$ cat src/pmd_consts.svh
// constants for the bus-master transfer control word and its engine
// assumes one 20 MHz clock and a two-bit backend register address
`ifndef PMD_CONSTS_SVH
`define PMD_CONSTS_SVH

////////////////////////////////////////////////////////////////////////
// backend register addresses
`define PMD_ADDR_PCI 2'h0
`define PMD_ADDR_RAM 2'h1
`define PMD_ADDR_CTRL 2'h2

////////////////////////////////////////////////////////////////////////
// control word bit positions
`define PMD_B_ERR_LO 0
`define PMD_B_ERR_HI 1
`define PMD_B_DONE 2
`define PMD_B_DIR 3
`define PMD_B_REQ 4
`define PMD_B_EN 5
`define PMD_B_DINT_ST 6
`define PMD_B_DINT_EN 7
`define PMD_B_XINT_ST 8
`define PMD_B_XINT_EN 9
`define PMD_B_WIDE 10
`define PMD_B_CTYPE_LO 11
`define PMD_B_CTYPE_HI 13
`define PMD_B_LEN_LO 16
`define PMD_B_LEN_WLO 18
`define PMD_B_LEN_HI 27
`define PMD_B_MB_LO 29
`define PMD_B_MB_HI 31

////////////////////////////////////////////////////////////////////////
// values
`define PMD_CORE_64 1'h1
`define PMD_LEN_MAX 13'h1000
`define PMD_STEP_32 13'h004
`define PMD_STEP_64 13'h008
`define PMD_ERR_NONE 2'h0
`define PMD_ERR_MABORT 2'h1
`define PMD_ERR_PARITY 2'h2
`define PMD_ERR_TABORT 2'h3
`define PMD_CT_MEM 3'h0
`define PMD_CT_CFG 3'h1
`define PMD_CT_IACK 3'h2
`define PMD_CT_IO 3'h4

`endif

$ cat src/pmd_pkg.sv
// types shared by the transfer control engine
// assumes pmd_consts.svh for numeric values
package pmd_pkg;

    // engine sequencing, one-hot
    typedef enum logic [2:0] {
        PMD_ST_IDLE = 3'h1,
        PMD_ST_BURST = 3'h2,
        PMD_ST_GAP = 3'h4
    } pmd_state_t;

    typedef logic [10:0] pmd_phase_t; // data phase count, up to 1024

endpackage : pmd_pkg

$ cat src/pmd_phase_counter.sv
// counts data phases within one pci burst
// assumes a clear pulse before each burst and one step per phase
`timescale 1ns/1ps
module pmd_phase_counter
    import pmd_pkg::*;
(
    input wire logic i_core_clk, // core clock
    input wire logic i_rstn, // sync reset, active low
    input wire logic i_clear, // restart count at zero
    input wire logic i_step, // one data phase taken
    output pmd_phase_t o_count // phases taken so far
);

    pmd_phase_t count_r; // running phase count
    pmd_phase_t count_nxt; // next count

    // clear wins over step: a new burst never inherits a phase
    assign count_nxt = i_clear ? '0 :
                       i_step ? pmd_phase_t'(count_r + 11'h001) : count_r;

    ////////////////////////////////////////////////////////////////////
    // count register
    always_ff @(posedge i_core_clk) begin
        if (!i_rstn) begin
            count_r <= '0;
        end else begin
            count_r <= count_nxt;
        end
    end

    assign o_count = count_r;

endmodule : pmd_phase_counter

$ cat src/pmd_dma_control.sv
// control word and sequencing of the bus-master transfer engine
// assumes a pci master beneath it that runs the bursts it requests and
// returns one ack per data phase; registers reached over the backend port
`timescale 1ns/1ps
`include "pmd_consts.svh"
module pmd_dma_control
    import pmd_pkg::*;
(
    input wire logic i_core_clk, // 20 MHz core clock
    input wire logic i_rstn, // sync reset, active low
    input wire logic i_ctl_cs, // register chip select
    input wire logic i_ctl_rd, // register read strobe
    input wire logic i_ctl_wr, // register write strobe
    input wire logic [1:0] i_ctl_addr, // register address
    input wire logic [31:0] i_ctl_wdata, // register write data
    output logic [31:0] o_ctl_rdata, // register read data, one cycle late
    input wire logic i_phase_ack, // one data phase completed
    input wire logic i_master_abort, // master abort on pci
    input wire logic i_target_abort, // target abort on pci
    input wire logic i_parity_err, // parity error seen
    input wire logic external_interrupt_input_n, // external int, low
    output logic o_burst_req, // burst wanted, level
    output logic [10:0] o_burst_len, // phases in this burst
    output logic [2:0] o_cycle_type, // pci cycle kind
    output logic o_dir, // 1: pci to memory
    output logic o_wide, // 64-bit memory transfers
    output logic o_xfer_busy, // transfer in progress
    output logic o_pci_int_n // pci interrupt, active low
);

    ////////////////////////////////////////////////////////////////////
    // functions

    // phase limit for a burst field value, zero means no limit
    function automatic logic [6:0] burst_limit(input logic [2:0] n);
        logic [6:0] lim;
        lim = 7'h00;
        if (n != 3'h0) begin
            lim = 7'(7'h01 << (n - 3'h1));
        end
        return lim;
    endfunction : burst_limit

    // byte count loaded from a written length field
    function automatic logic [12:0] load_len(input logic [9:0] words);
        logic [12:0] len;
        len = {1'b0, words, 2'b00};
        if (words == 10'h000) begin
            len = `PMD_LEN_MAX;
        end
        return len;
    endfunction : load_len

    ////////////////////////////////////////////////////////////////////
    // state and control word fields
    pmd_state_t state_r; // engine state
    pmd_state_t state_nxt; // next engine state
    logic [1:0] err_r; // error code
    logic [1:0] err_nxt;
    logic done_r; // transfer done
    logic done_nxt;
    logic dir_r; // direction
    logic dir_nxt;
    logic req_r; // request pending or running
    logic req_nxt;
    logic en_r; // engine enable
    logic en_nxt;
    logic dint_st_r; // completion interrupt status
    logic dint_st_nxt;
    logic dint_en_r; // completion interrupt enable
    logic dint_en_nxt;
    logic xint_st_r; // external interrupt status
    logic xint_st_nxt;
    logic xint_en_r; // external interrupt enable
    logic xint_en_nxt;
    logic wide_r; // 64-bit width select
    logic wide_nxt;
    logic [2:0] ctype_r; // cycle type
    logic [2:0] ctype_nxt;
    logic [12:0] remain_r; // bytes left, 13 bits to hold 4096
    logic [12:0] remain_nxt;
    logic [2:0] mburst_r; // maximum burst field
    logic [2:0] mburst_nxt;
    logic [10:0] blen_r; // phases in current burst
    logic [10:0] blen_nxt;
    logic [31:0] rdata_r; // read data register
    logic [31:0] rdata_nxt;
    logic int_n_r; // interrupt pin register
    logic int_n_nxt;

    ////////////////////////////////////////////////////////////////////
    // decode
    wire wr_ctl; // write to control word
    wire rd_any; // read strobe
    wire idle; // engine idle
    wire in_burst; // burst running
    wire ack; // phase counted
    wire abort; // transfer killed by pci
    wire [12:0] step; // bytes per phase
    wire xfer_end; // last phase of the transfer
    wire burst_end; // last phase of this burst
    wire start; // transfer begins
    wire req_set; // software asks for a transfer
    wire [10:0] phases_left; // phases still to run
    wire [6:0] limit; // burst phase limit
    wire [10:0] next_blen; // length of the next burst
    wire [31:0] ctl_word; // assembled control word
    pmd_phase_t phase_cnt; // phases taken in this burst
    wire [10:0] phase_inc; // phase count including this ack

    assign wr_ctl = i_ctl_cs & i_ctl_wr & (i_ctl_addr == `PMD_ADDR_CTRL);
    assign rd_any = i_ctl_cs & i_ctl_rd;
    assign idle = (state_r == PMD_ST_IDLE);
    assign in_burst = (state_r == PMD_ST_BURST);
    assign ack = in_burst & i_phase_ack;
    assign abort = ~idle & (i_master_abort | i_target_abort);
    assign step = wide_r ? `PMD_STEP_64 : `PMD_STEP_32;
    assign xfer_end = ack & ~abort & (remain_r <= step);
    assign phase_inc = 11'(phase_cnt + 11'h001);
    assign burst_end = ack & ~abort & (phase_inc == blen_r);
    // enable must be one, in the word or already stored
    assign req_set = wr_ctl & i_ctl_wdata[`PMD_B_REQ]
                   & (i_ctl_wdata[`PMD_B_EN] | en_r) & idle;
    assign start = idle & req_r & en_r;

    // a 64-bit phase may carry only a trailing word
    assign phases_left = wide_r ? 11'((remain_r + `PMD_STEP_32) >> 3)
                                : 11'(remain_r >> 2);
    assign limit = burst_limit(mburst_r);
    // zero limit: whole transfer in one burst
    assign next_blen = ((limit == 7'h00) || (phases_left <= {4'h0, limit}))
                     ? phases_left : {4'h0, limit};

    // reserved bits 15:14 and 28 tie to zero
    assign ctl_word = {mburst_r, 1'b0, remain_r[11:0], 2'b00, ctype_r,
                       wide_r, xint_en_r, xint_st_r, dint_en_r, dint_st_r,
                       en_r, req_r, dir_r, done_r, err_r};

    pmd_phase_counter u_phase (
        .i_core_clk(i_core_clk),
        .i_rstn(i_rstn),
        .i_clear(start | (state_r == PMD_ST_GAP)),
        .i_step(ack),
        .o_count(phase_cnt)
    );

    ////////////////////////////////////////////////////////////////////
    // sequencing: idle, burst, one-cycle gap between split bursts
    always_comb begin
        state_nxt = state_r;
        case (state_r)
            PMD_ST_IDLE: begin
                if (start) begin
                    state_nxt = PMD_ST_BURST;
                end
            end
            PMD_ST_BURST: begin
                if (abort || xfer_end) begin
                    state_nxt = PMD_ST_IDLE;
                end else if (burst_end) begin
                    state_nxt = PMD_ST_GAP;
                end
            end
            PMD_ST_GAP: begin
                if (abort) begin
                    state_nxt = PMD_ST_IDLE;
                end else begin
                    state_nxt = PMD_ST_BURST;
                end
            end
            default: begin
                state_nxt = PMD_ST_IDLE;
            end
        endcase
    end

    ////////////////////////////////////////////////////////////////////
    // burst length: fixed at the start of every burst
    always_comb begin
        blen_nxt = blen_r;
        if (start || (state_r == PMD_ST_GAP)) begin
            blen_nxt = next_blen;
        end
    end

    ////////////////////////////////////////////////////////////////////
    // configuration fields other than the three enables: frozen unless idle, so a write
    // cannot change the burst in flight
    always_comb begin
        dir_nxt = dir_r;
        en_nxt = en_r;
        dint_en_nxt = dint_en_r;
        xint_en_nxt = xint_en_r;
        wide_nxt = wide_r;
        ctype_nxt = ctype_r;
        mburst_nxt = mburst_r;
        if (wr_ctl) begin
            en_nxt = i_ctl_wdata[`PMD_B_EN];
            dint_en_nxt = i_ctl_wdata[`PMD_B_DINT_EN];
            xint_en_nxt = i_ctl_wdata[`PMD_B_XINT_EN];
            if (idle) begin
                dir_nxt = i_ctl_wdata[`PMD_B_DIR];
                // narrow build keeps the width bit at zero
                wide_nxt = i_ctl_wdata[`PMD_B_WIDE] & `PMD_CORE_64;
                // only the four defined codes are expected here
                ctype_nxt = i_ctl_wdata[`PMD_B_CTYPE_HI:`PMD_B_CTYPE_LO];
                mburst_nxt = i_ctl_wdata[`PMD_B_MB_HI:`PMD_B_MB_LO];
            end
        end
    end

    ////////////////////////////////////////////////////////////////////
    // length: loaded when idle, counts down per phase
    always_comb begin
        remain_nxt = remain_r;
        if (ack && !abort) begin
            remain_nxt = (remain_r <= step) ? 13'h0000
                                            : 13'(remain_r - step);
        end else if (wr_ctl && idle) begin
            remain_nxt = load_len(
                i_ctl_wdata[`PMD_B_LEN_HI:`PMD_B_LEN_WLO]);
        end
    end

    ////////////////////////////////////////////////////////////////////
    // request, done, error: hardware events win over writes
    always_comb begin
        req_nxt = req_r;
        done_nxt = done_r;
        err_nxt = err_r;
        if (req_set) begin
            req_nxt = 1'b1;
        end
        if (xfer_end || abort) begin
            req_nxt = 1'b0;
        end
        if (wr_ctl && !i_ctl_wdata[`PMD_B_DONE]) begin
            done_nxt = 1'b0;
        end
        if (xfer_end) begin
            done_nxt = 1'b1;
        end
        if (wr_ctl) begin
            err_nxt = i_ctl_wdata[`PMD_B_ERR_HI:`PMD_B_ERR_LO];
        end
        if (~idle && i_parity_err) begin
            err_nxt = `PMD_ERR_PARITY;
        end
        if (abort) begin
            err_nxt = i_target_abort ? `PMD_ERR_TABORT : `PMD_ERR_MABORT;
        end
    end

    ////////////////////////////////////////////////////////////////////
    // interrupt status: write one clears, a new event wins
    always_comb begin
        dint_st_nxt = dint_st_r;
        xint_st_nxt = xint_st_r;
        if (wr_ctl && i_ctl_wdata[`PMD_B_DINT_ST]) begin
            dint_st_nxt = 1'b0;
        end
        if (xfer_end) begin
            dint_st_nxt = 1'b1;
        end
        if (wr_ctl && i_ctl_wdata[`PMD_B_XINT_ST]) begin
            xint_st_nxt = 1'b0;
        end
        // a held low level wins over a clear in the same cycle
        if (!external_interrupt_input_n) begin
            xint_st_nxt = 1'b1;
        end
    end

    // interrupt pin: each status gated by its own enable
    assign int_n_nxt = ~((dint_st_r & dint_en_r)
                       | (xint_st_r & xint_en_r));

    // read data: only the control word is held, others read zero
    assign rdata_nxt = !rd_any ? rdata_r :
                       (i_ctl_addr == `PMD_ADDR_CTRL) ? ctl_word : 32'h0;

    ////////////////////////////////////////////////////////////////////
    // state registers
    always_ff @(posedge i_core_clk) begin
        if (!i_rstn) begin
            state_r <= PMD_ST_IDLE;
            blen_r <= 11'h000;
            remain_r <= 13'h0000;
            rdata_r <= 32'h0;
            int_n_r <= 1'b1;
        end else begin
            state_r <= state_nxt;
            blen_r <= blen_nxt;
            remain_r <= remain_nxt;
            rdata_r <= rdata_nxt;
            int_n_r <= int_n_nxt;
        end
    end

    ////////////////////////////////////////////////////////////////////
    // control word registers, all cleared by reset
    always_ff @(posedge i_core_clk) begin
        if (!i_rstn) begin
            err_r <= `PMD_ERR_NONE;
            done_r <= 1'b0;
            dir_r <= 1'b0;
            req_r <= 1'b0;
            en_r <= 1'b0;
            dint_st_r <= 1'b0;
            dint_en_r <= 1'b0;
            xint_st_r <= 1'b0;
            xint_en_r <= 1'b0;
            wide_r <= 1'b0;
            ctype_r <= `PMD_CT_MEM;
            mburst_r <= 3'h0;
        end else begin
            err_r <= err_nxt;
            done_r <= done_nxt;
            dir_r <= dir_nxt;
            req_r <= req_nxt;
            en_r <= en_nxt;
            dint_st_r <= dint_st_nxt;
            dint_en_r <= dint_en_nxt;
            xint_st_r <= xint_st_nxt;
            xint_en_r <= xint_en_nxt;
            wide_r <= wide_nxt;
            ctype_r <= ctype_nxt;
            mburst_r <= mburst_nxt;
        end
    end

    ////////////////////////////////////////////////////////////////////
    // outputs straight from flip-flops, o_burst_req decoded from state_r
    assign o_ctl_rdata = rdata_r;
    assign o_burst_req = in_burst;
    assign o_burst_len = blen_r;
    assign o_cycle_type = ctype_r;
    assign o_dir = dir_r;
    assign o_wide = wide_r;
    assign o_xfer_busy = req_r;
    assign o_pci_int_n = int_n_r;

endmodule : pmd_dma_control

$ cat config.mk
export PLATFORM = sky130hd
export DESIGN_NAME = pmd_dma_control
export DESIGN_NICKNAME = d
export VERILOG_FILES = /design/src/pmd_pkg.sv /design/src/pmd_phase_counter.sv /design/src/pmd_dma_control.sv
export VERILOG_INCLUDE_DIRS = /design/src
export SDC_FILE = /design/constraint.sdc
export NUM_CORES = 1
export LEC_CHECK = 0
export ABC_AREA = 1
export BUFFER_PORTS_ARGS = -buffer_cell sky130_fd_sc_hd__buf_2
export CAP_MARGIN = 20
export CORE_MARGIN = 1.5
export CORE_UTILIZATION = 50
export DETAILED_ROUTE_END_ITERATION = 12
export PLACE_DENSITY = 0.8
export RECOVER_POWER = 100
export SKIP_LAST_GASP = 1
export SLEW_MARGIN = 15
export SYNTH_ARGS = -nofsm -noshare
export SYNTH_HDL_FRONTEND = slang
export SYNTH_HIERARCHICAL = 1
export SYNTH_SLANG_ARGS = --single-unit
export TNS_END_PERCENT = 10
$ cat constraint.sdc
create_clock -name i_core_clk -period 2.25 [get_ports i_core_clk]
set_input_delay 0.225 -clock i_core_clk [delete_from_list [all_inputs] [get_ports i_core_clk]]
set_output_delay 0.225 -clock i_core_clk [all_outputs]
set_load 0.01 [all_outputs]
# == After elaboration in Yosys (flattened, before gate mapping) ==
# Index checks and enable logic that the tools add are counted.
# classes
n_addsub,4
eq_ne,8
mux,24
n_shift,1
n_reduce_logical,22
bitwise_logic,23
magnitude_cmp,2
# ops
op,count
$mux W13,4
$mux W32,1
$mux W11,2
$and A1 B1 Y1,15
$add A13 B3 Y13 const B,1
$le A13 B4 Y1,1
$sub A13 B4 Y13,1
$add A11 B1 Y11 const B,1
$eq A11 B11 Y1,1
$le A11 B7 Y1,1
$logic_not A10 Y1,1
$mux W2,5
$mux W3,3
$pmux W3 S3,1
$logic_not A7 Y1,1
$mux W7,1
$shl A1 B3 Y7 const A,1
$logic_and A1 B1 Y1,6
$mux W1,6
$reduce_bool A2 Y1,3
$reduce_bool A3 Y1,2
$mux W4,1
$ne A2 B1 Y1 const B,2
$not A1 Y1,4
11 further kinds,19
# word_totals
in_bits,44
word_cells,102
regBits,88
output_inout_bits,51

# == Logic depth before layout (Yosys ltp) ==
# logic_depth
depth_word,9
ltp_mapped,19
depth_no_buf,18

# == Modules after synthesis ==
# Netlist, hierarchy kept.
# by_module_without_submodules
module,seq_area_each_um2,cells_per_inst,area_per_inst_um2,n_inst
pmd_dma_control,1421.4,608,4081.4,1
pmd_phase_counter,220.2,76,529.3,1

# == Worst setup path before layout ==
# No wires, ideal clock.
# synth_path
path_type,reg-to-reg
startpoint,register remain_r[3]
endpoint,register blen_r[2] (netlist: o_burst_len[2])
stages_incl_launch_ff,17
arrival_ns,2.258
n_path_buf,0
setup_time_ns,0.070
t_required_ns,2.180
synth_period_minus_slack_ns,2.327
path_slack_ns,-0.077
path_cell_list,dfxtp_1 ha_1 nand3_2 nor2_8 xor2_1 o21ai_0 ha_1 nand2_1 nor2_1 nand3_1 nand2_1 nand2_1 nor2_4 nand2_4 nand2_8 nand2_1 a21oi_1
# synth_via
elab_chain_cells,5
# synth_lines
element,line_no,text
from (decl),pmd_dma_control.sv:80,logic [12:0] remain_r;
from (signal assigned),pmd_dma_control.sv:294,remain_r <= remain_nxt;
$add A13 B3 Y13 (no line),-,
$mux W11 (*),pmd_dma_control.sv:127,assign phases_left = wide_r ? 11'((remain_r + `PMD_STEP_32) >> 3)
$le A11 B7 Y1,pmd_dma_control.sv:131,"assign next_blen = ((limit == 7'h00) || (phases_left <= {4'h0, limit}))"
$logic_or A1 B1 Y1,pmd_dma_control.sv:131,
$mux W11 (*),pmd_dma_control.sv:132,"? phases_left : {4'h0, limit};"
to (signal assigned),pmd_dma_control.sv:293,blen_r <= blen_nxt;
to (decl),pmd_dma_control.sv:84,logic [10:0] blen_r;
# Mark *: on every way between the ends. The rest lies on a longest branch, timed or not.
# A chain may end at the register's enable or synchronous reset.

# == Final worst setup path ==
# layout_path
startpoint,register remain_r[4]
endpoint,register blen_r[0] (netlist: o_burst_len[0])
# layout_via
elab_chain_cells,5
# layout_lines
element,line_no
$add A13 B3 Y13 (no line),-
$mux W11 (*),pmd_dma_control.sv:127
$le A11 B7 Y1 (*),pmd_dma_control.sv:131
$logic_or A1 B1 Y1 (*),pmd_dma_control.sv:131
$mux W11 (*),pmd_dma_control.sv:132
# Marked as above.

==> reports/metrics.json <==
{
  "cts_hold_repair.buffers": 0,
  "final.fill_count": 823,
  "antenna_violating_nets_post_route": 0,
  "postLayoutSetupSlackWorst_ps": -156,
  "syn_inst": 684,
  "clock.fmax_ghz": 0.416,
  "fin_worst_skew_ps": 12.4,
  "yosys_warnings": 6,
  "r2r_end": "o_burst_len[0]$_SDFFE_PN0P_",
  "failing_checks": "negative setup slack",
  "fin_hold_ws_ps": 45.0,
  "postSynthRegisterBits": 82,
  "layout-area-overhead-vs-synth_pct": 21.3,
  "dp_cells": 883,
  "port_buffers": 86,
  "row_count": 34,
  "reg2regPathDepth": 16,
  "route.final.wire_length_mm": 12.9,
  "worstPathRequired_ps": 2480,
  "postSynth.asyncResetShare_pct": 0,
  "final-max-slew-violation-count": 0,
  "yosysUniqueCellTypes": 43,
  "gr-usage-all-layers_pct": 26.5,
  "gp_routability_congestion": 0.881,
  "r2r-start": "remain_r[4]$_SDFFE_PN0P_",
  "detail_route.wl_per_cell_um": 14.3,
  "sequential_cell_area_um2": 1650,
  "layout.cell_area.non_filler_um2": 5590,
  "critical-path-top-cell-by-count": "sky130_fd_sc_hd__nand2_1",
  "rsz0062_at_grt": "true",
  "worst_pin_slew_ps": 1210,
  "clock-sinks": 82,
  "worstPathMaxFanout": 7,
  "coreArea_um2": 8850,
  "endpoint_kind": "flip-flop",
  "post_drt_via_cell_ratio": 5.38,
  "finalCritPeriodShare_pct": 107,
  "worstHoldEndpoint": "xint_st_r$_SDFFE_PN0P_",
  "drv.max_cap_violation_count": 0,
  "detailed_place_hpwl_mm": 9.28,
  "clock_path_buffers": 2,
  "cp_cell_sequence": "buf_4, nand3_4, nor2_8, xor2_2, o21ai_2, ha_1, nand2_1, a21oi_1, nor2_1, nand2_1, nand2_1, nand2_2, nor2_4, nand2_2, a21oi_1, a21oi_2",
  "die_h_um": 99.0,
  "grt_max_degree": 38,
  "antenna_found_initial": 0,
  "synth_area_per_cell_um2": 6.74,
  "clk_pin_slew_worst_paths_ps": 80,
  "cts_buffers": 9,
  "final-setup-viol-count": 9,
  "ctsHtreeMaxLevel": 3,
  "power_per_cell_area_nw_per_um2": 546,
  "clock_latency_at_the_later_pin_of_the_worst_skew_pair_ps": 360,
  "finalWorstPathRequiredPeriod_ps": 2410,
  "tritoncts": "built",
  "slowest_stage": "sky130_fd_sc_hd__dfxtp_2",
  "startpoint_type": "flip-flop",
  "final_layout_size_suffix_gt1_share_pct": 18.1,
  "primary_ff_master_synth": "sky130_fd_sc_hd__dfxtp_1",
  "design.portCount": 95,
  "mappedNetlistArea_um2": 4610,
  "finalNetCount": 849,
  "worst_hold_path.num_cells": 2,
  "initial_utilization_pct": 52.1,
  "hp-class": "input pin to flip-flop",
  "grt_overflow_total": 0,
  "critPathKind": "flip-flop to flip-flop",
  "ctsRootBufferMaster": "sky130_fd_sc_hd__clkbuf_8",
  "max_slew_margin_pct": 19.0,
  "reg2reg_slack_ps": -160,
  "global_route_wire_length_before_repair_mm": 21.1,
  "detailroute.via_count": 4864,
  "firstDrtPassIters": 5,
  "seq_area_frac_synth_pct": 35.6,
  "hold_path.startpoint": "external_interrupt_input_n",
  "first_global_vias": 4752,
  "finalNonFillerCells": 904,
  "multi_input_comb_area_um2": 2680,
  "critical_path.max_stage_delay_ps": 360,
  "p_leak_uw": 0.00246,
  "peakVddDrop_uv": 383,
  "setup_total_negative_slack_ps": -1250,
  "outcome": "finished with violations",
  "hold_violations": 0,
  "synth_enable_flop_cells": 0,
  "critical_path_arrival_ps": 2640,
  "drt-initial-drc-count": 211,
  "drc_errors": 0,
  "fin_util_pct": 63.2,
  "die_width_um": 99.0,
  "floorplan.die_area_um2": 9810,
  "num_antenna_cells": 0,
  "placedInstanceArea_um2": 5280
}
[where the power goes]
| part | switching, uW | total [uW] | internal [uW] | leakage [uW] |
|---|---|---|---|---|
| Combinational | 277 | 428 | 152 | 0.00169 |
| Sequential | 21.8 | 1490 | 1470 | 0.000666 |
| Clock | 509 | 1130 | 619 | 0.000100 |
[what timing repair did]
item                                    4_1_cts  5_1_grt
buffers inserted                              4        0
gates cloned                                  2        0
pin swaps                                     9       18
endpoints found under the setup margin       10       10
resized for setup                            19       22
[cell type report]
class,count,area share [%]
clock inverters,3,1.16
repair buffers,124,11.7
well taps,108,2.42
multi-input cells,504,47.9
clock buffers,12,2.42
flip-flops and latches,82,29.6
inverters,71,4.79
[sequential cells by signal (all words and copies together) (netlist names)]
register and count:
en_r 1, xint_st_r 1, dint_st_r 1, u_phase/o_count 11
state_r 3, o_dir 1, o_xfer_busy 1, done_r 1
xint_en_r 1, mburst_r 3, o_ctl_rdata 28, dint_en_r 1
remain_r 11, o_wide 1, o_pci_int_n 1, o_burst_len 11
o_cycle_type 3, err_r 2
[Yosys cell counts (2+ instances only)]
master | count | share of area (%)
sky130_fd_sc_hd__a21oi_1 | 78 | 8.5
sky130_fd_sc_hd__nor2_1 | 69 | 5.6
sky130_fd_sc_hd__xor2_1 | 14 | 2.7
sky130_fd_sc_hd__inv_2 | 2 | 0.16
sky130_fd_sc_hd__nand2_1 | 181 | 15
sky130_fd_sc_hd__nor2_4 | 5 | 1.2
sky130_fd_sc_hd__xnor2_1 | 6 | 1.1
sky130_fd_sc_hd__nand4_1 | 4 | 0.54
sky130_fd_sc_hd__o21ai_0 | 45 | 4.9
sky130_fd_sc_hd__a31oi_1 | 4 | 0.54
sky130_fd_sc_hd__nor3_1 | 7 | 0.76
sky130_fd_sc_hd__buf_1 | 4 | 0.33
sky130_fd_sc_hd__clkinv_1 | 2 | 0.16
sky130_fd_sc_hd__clkbuf_1 | 10 | 0.81
sky130_fd_sc_hd__inv_1 | 67 | 5.5
sky130_fd_sc_hd__buf_4 | 8 | 1.3
sky130_fd_sc_hd__ha_1 | 12 | 3.3
sky130_fd_sc_hd__nand3_1 | 38 | 4.1
sky130_fd_sc_hd__nand3_2 | 6 | 1.3
sky130_fd_sc_hd__dfxtp_1 | 82 | 36
sky130_fd_sc_hd__nand3b_1 | 2 | 0.33
sky130_fd_sc_hd__o211ai_1 | 2 | 0.33
sky130_fd_sc_hd__nand2_2 | 5 | 0.68
sky130_fd_sc_hd__nor2_2 | 2 | 0.27
sky130_fd_sc_hd__nand2_4 | 2 | 0.49
sky130_fd_sc_hd__nor4_1 | 3 | 0.41
sky130_fd_sc_hd__o2111ai_1 | 2 | 0.38
sky130_fd_sc_hd__buf_2 | 7 | 0.76
[metal layers]
| metal | vias up | share of wire [%] | GRT usage, % |
|---|---|---|---|
| li1 | 2424 | - | - |
| met1 | 2265 | 41 | 30.7 |
| met4 | 0 | 2.3 | 10.5 |
| met5 | - | 0 | 0 |
| met3 | 29 | 4.6 | 5.67 |
| met2 | 146 | 52 | 47.4 |
[layout by cell type, fill, tap and decap left out, types with 5 or more instances in the layout]
| cell | instances |
|---|---|
| sky130_fd_sc_hd__a21oi_1 | 69 |
| sky130_fd_sc_hd__a21oi_2 | 9 |
| sky130_fd_sc_hd__buf_2 | 39 |
| sky130_fd_sc_hd__buf_4 | 32 |
| sky130_fd_sc_hd__clkbuf_1 | 51 |
| sky130_fd_sc_hd__clkbuf_8 | 9 |
| sky130_fd_sc_hd__dfxtp_1 | 76 |
| sky130_fd_sc_hd__ha_1 | 11 |
| sky130_fd_sc_hd__inv_1 | 68 |
| sky130_fd_sc_hd__nand2_1 | 175 |
| sky130_fd_sc_hd__nand2_2 | 9 |
| sky130_fd_sc_hd__nand2_4 | 6 |
| sky130_fd_sc_hd__nand3_1 | 38 |
| sky130_fd_sc_hd__nor2_1 | 68 |
| sky130_fd_sc_hd__nor2_4 | 5 |
| sky130_fd_sc_hd__nor3_1 | 7 |
| sky130_fd_sc_hd__o21ai_0 | 42 |
| sky130_fd_sc_hd__xnor2_1 | 6 |
| sky130_fd_sc_hd__xor2_1 | 12 |
[cells by family (layout without fill, tap and decap cells)]
family | count (synthesis) | after routing | share of synthesized area (%)
AO/OA/AOI/OAI | 138 | 138 | 15.8
XOR/XNOR | 20 | 20 | 3.80
adder cells (fa/ha/maj) | 13 | 13 | 3.69
buffers and inverters | 102 | 210 | 9.34
flip-flops | 82 | 82 | 35.6
other | 1 | 3 | 0.0813
AND/OR/NAND/NOR | 328 | 330 | 31.7
[how the worst max path moves through the flow]
stage,cells past startpoint,from,slack [ps],end
final,16,remain_r[4]$_SDFFE_PN0P_,-160,o_burst_len[0]$_SDFFE_PN0P_
after global routing,16,remain_r[3]$_SDFFE_PN0P_,-250,o_burst_len[0]$_SDFFE_PN0P_
after CTS,19,remain_r[2]$_SDFFE_PN0P_,-70,o_burst_len[0]$_SDFFE_PN0P_
after detailed placement,17,remain_r[2]$_SDFFE_PN0P_,-240,o_burst_len[3]$_SDFFE_PN0P_
after global placement,16,remain_r[2]$_SDFFE_PN0P_,-70,o_burst_len[0]$_SDFFE_PN0P_
after floorplan,16,remain_r[3]$_SDFFE_PN0P_,1,o_burst_len[2]$_SDFFE_PN0P_
[through the flow]
| stage | worst slack (ps) | total power (uW) |
|---|---|---|
| 2_1_floorplan | 1.18 | 1790 |
| 3_5_place_dp | -239 | 1910 |
| 4_1_cts | -73.5 | 3050 |
| 3_3_place_gp | -72.3 | 1900 |
| 5_1_grt | -250 | 3170 |
| 6_report | -156 | 3050 |
[critical path, delay by kind of cell, from the launching register on]
family	cells	cell delay [ps]
adders and majority gates	1	290
xor gates and xnor gates	1	150
AOI/OAI and AO/OA	4	410
DFF	1	360
buffers and inverters	1	190
and+or+nand+nor	9	890
Power figures use the tool's default switching activity.
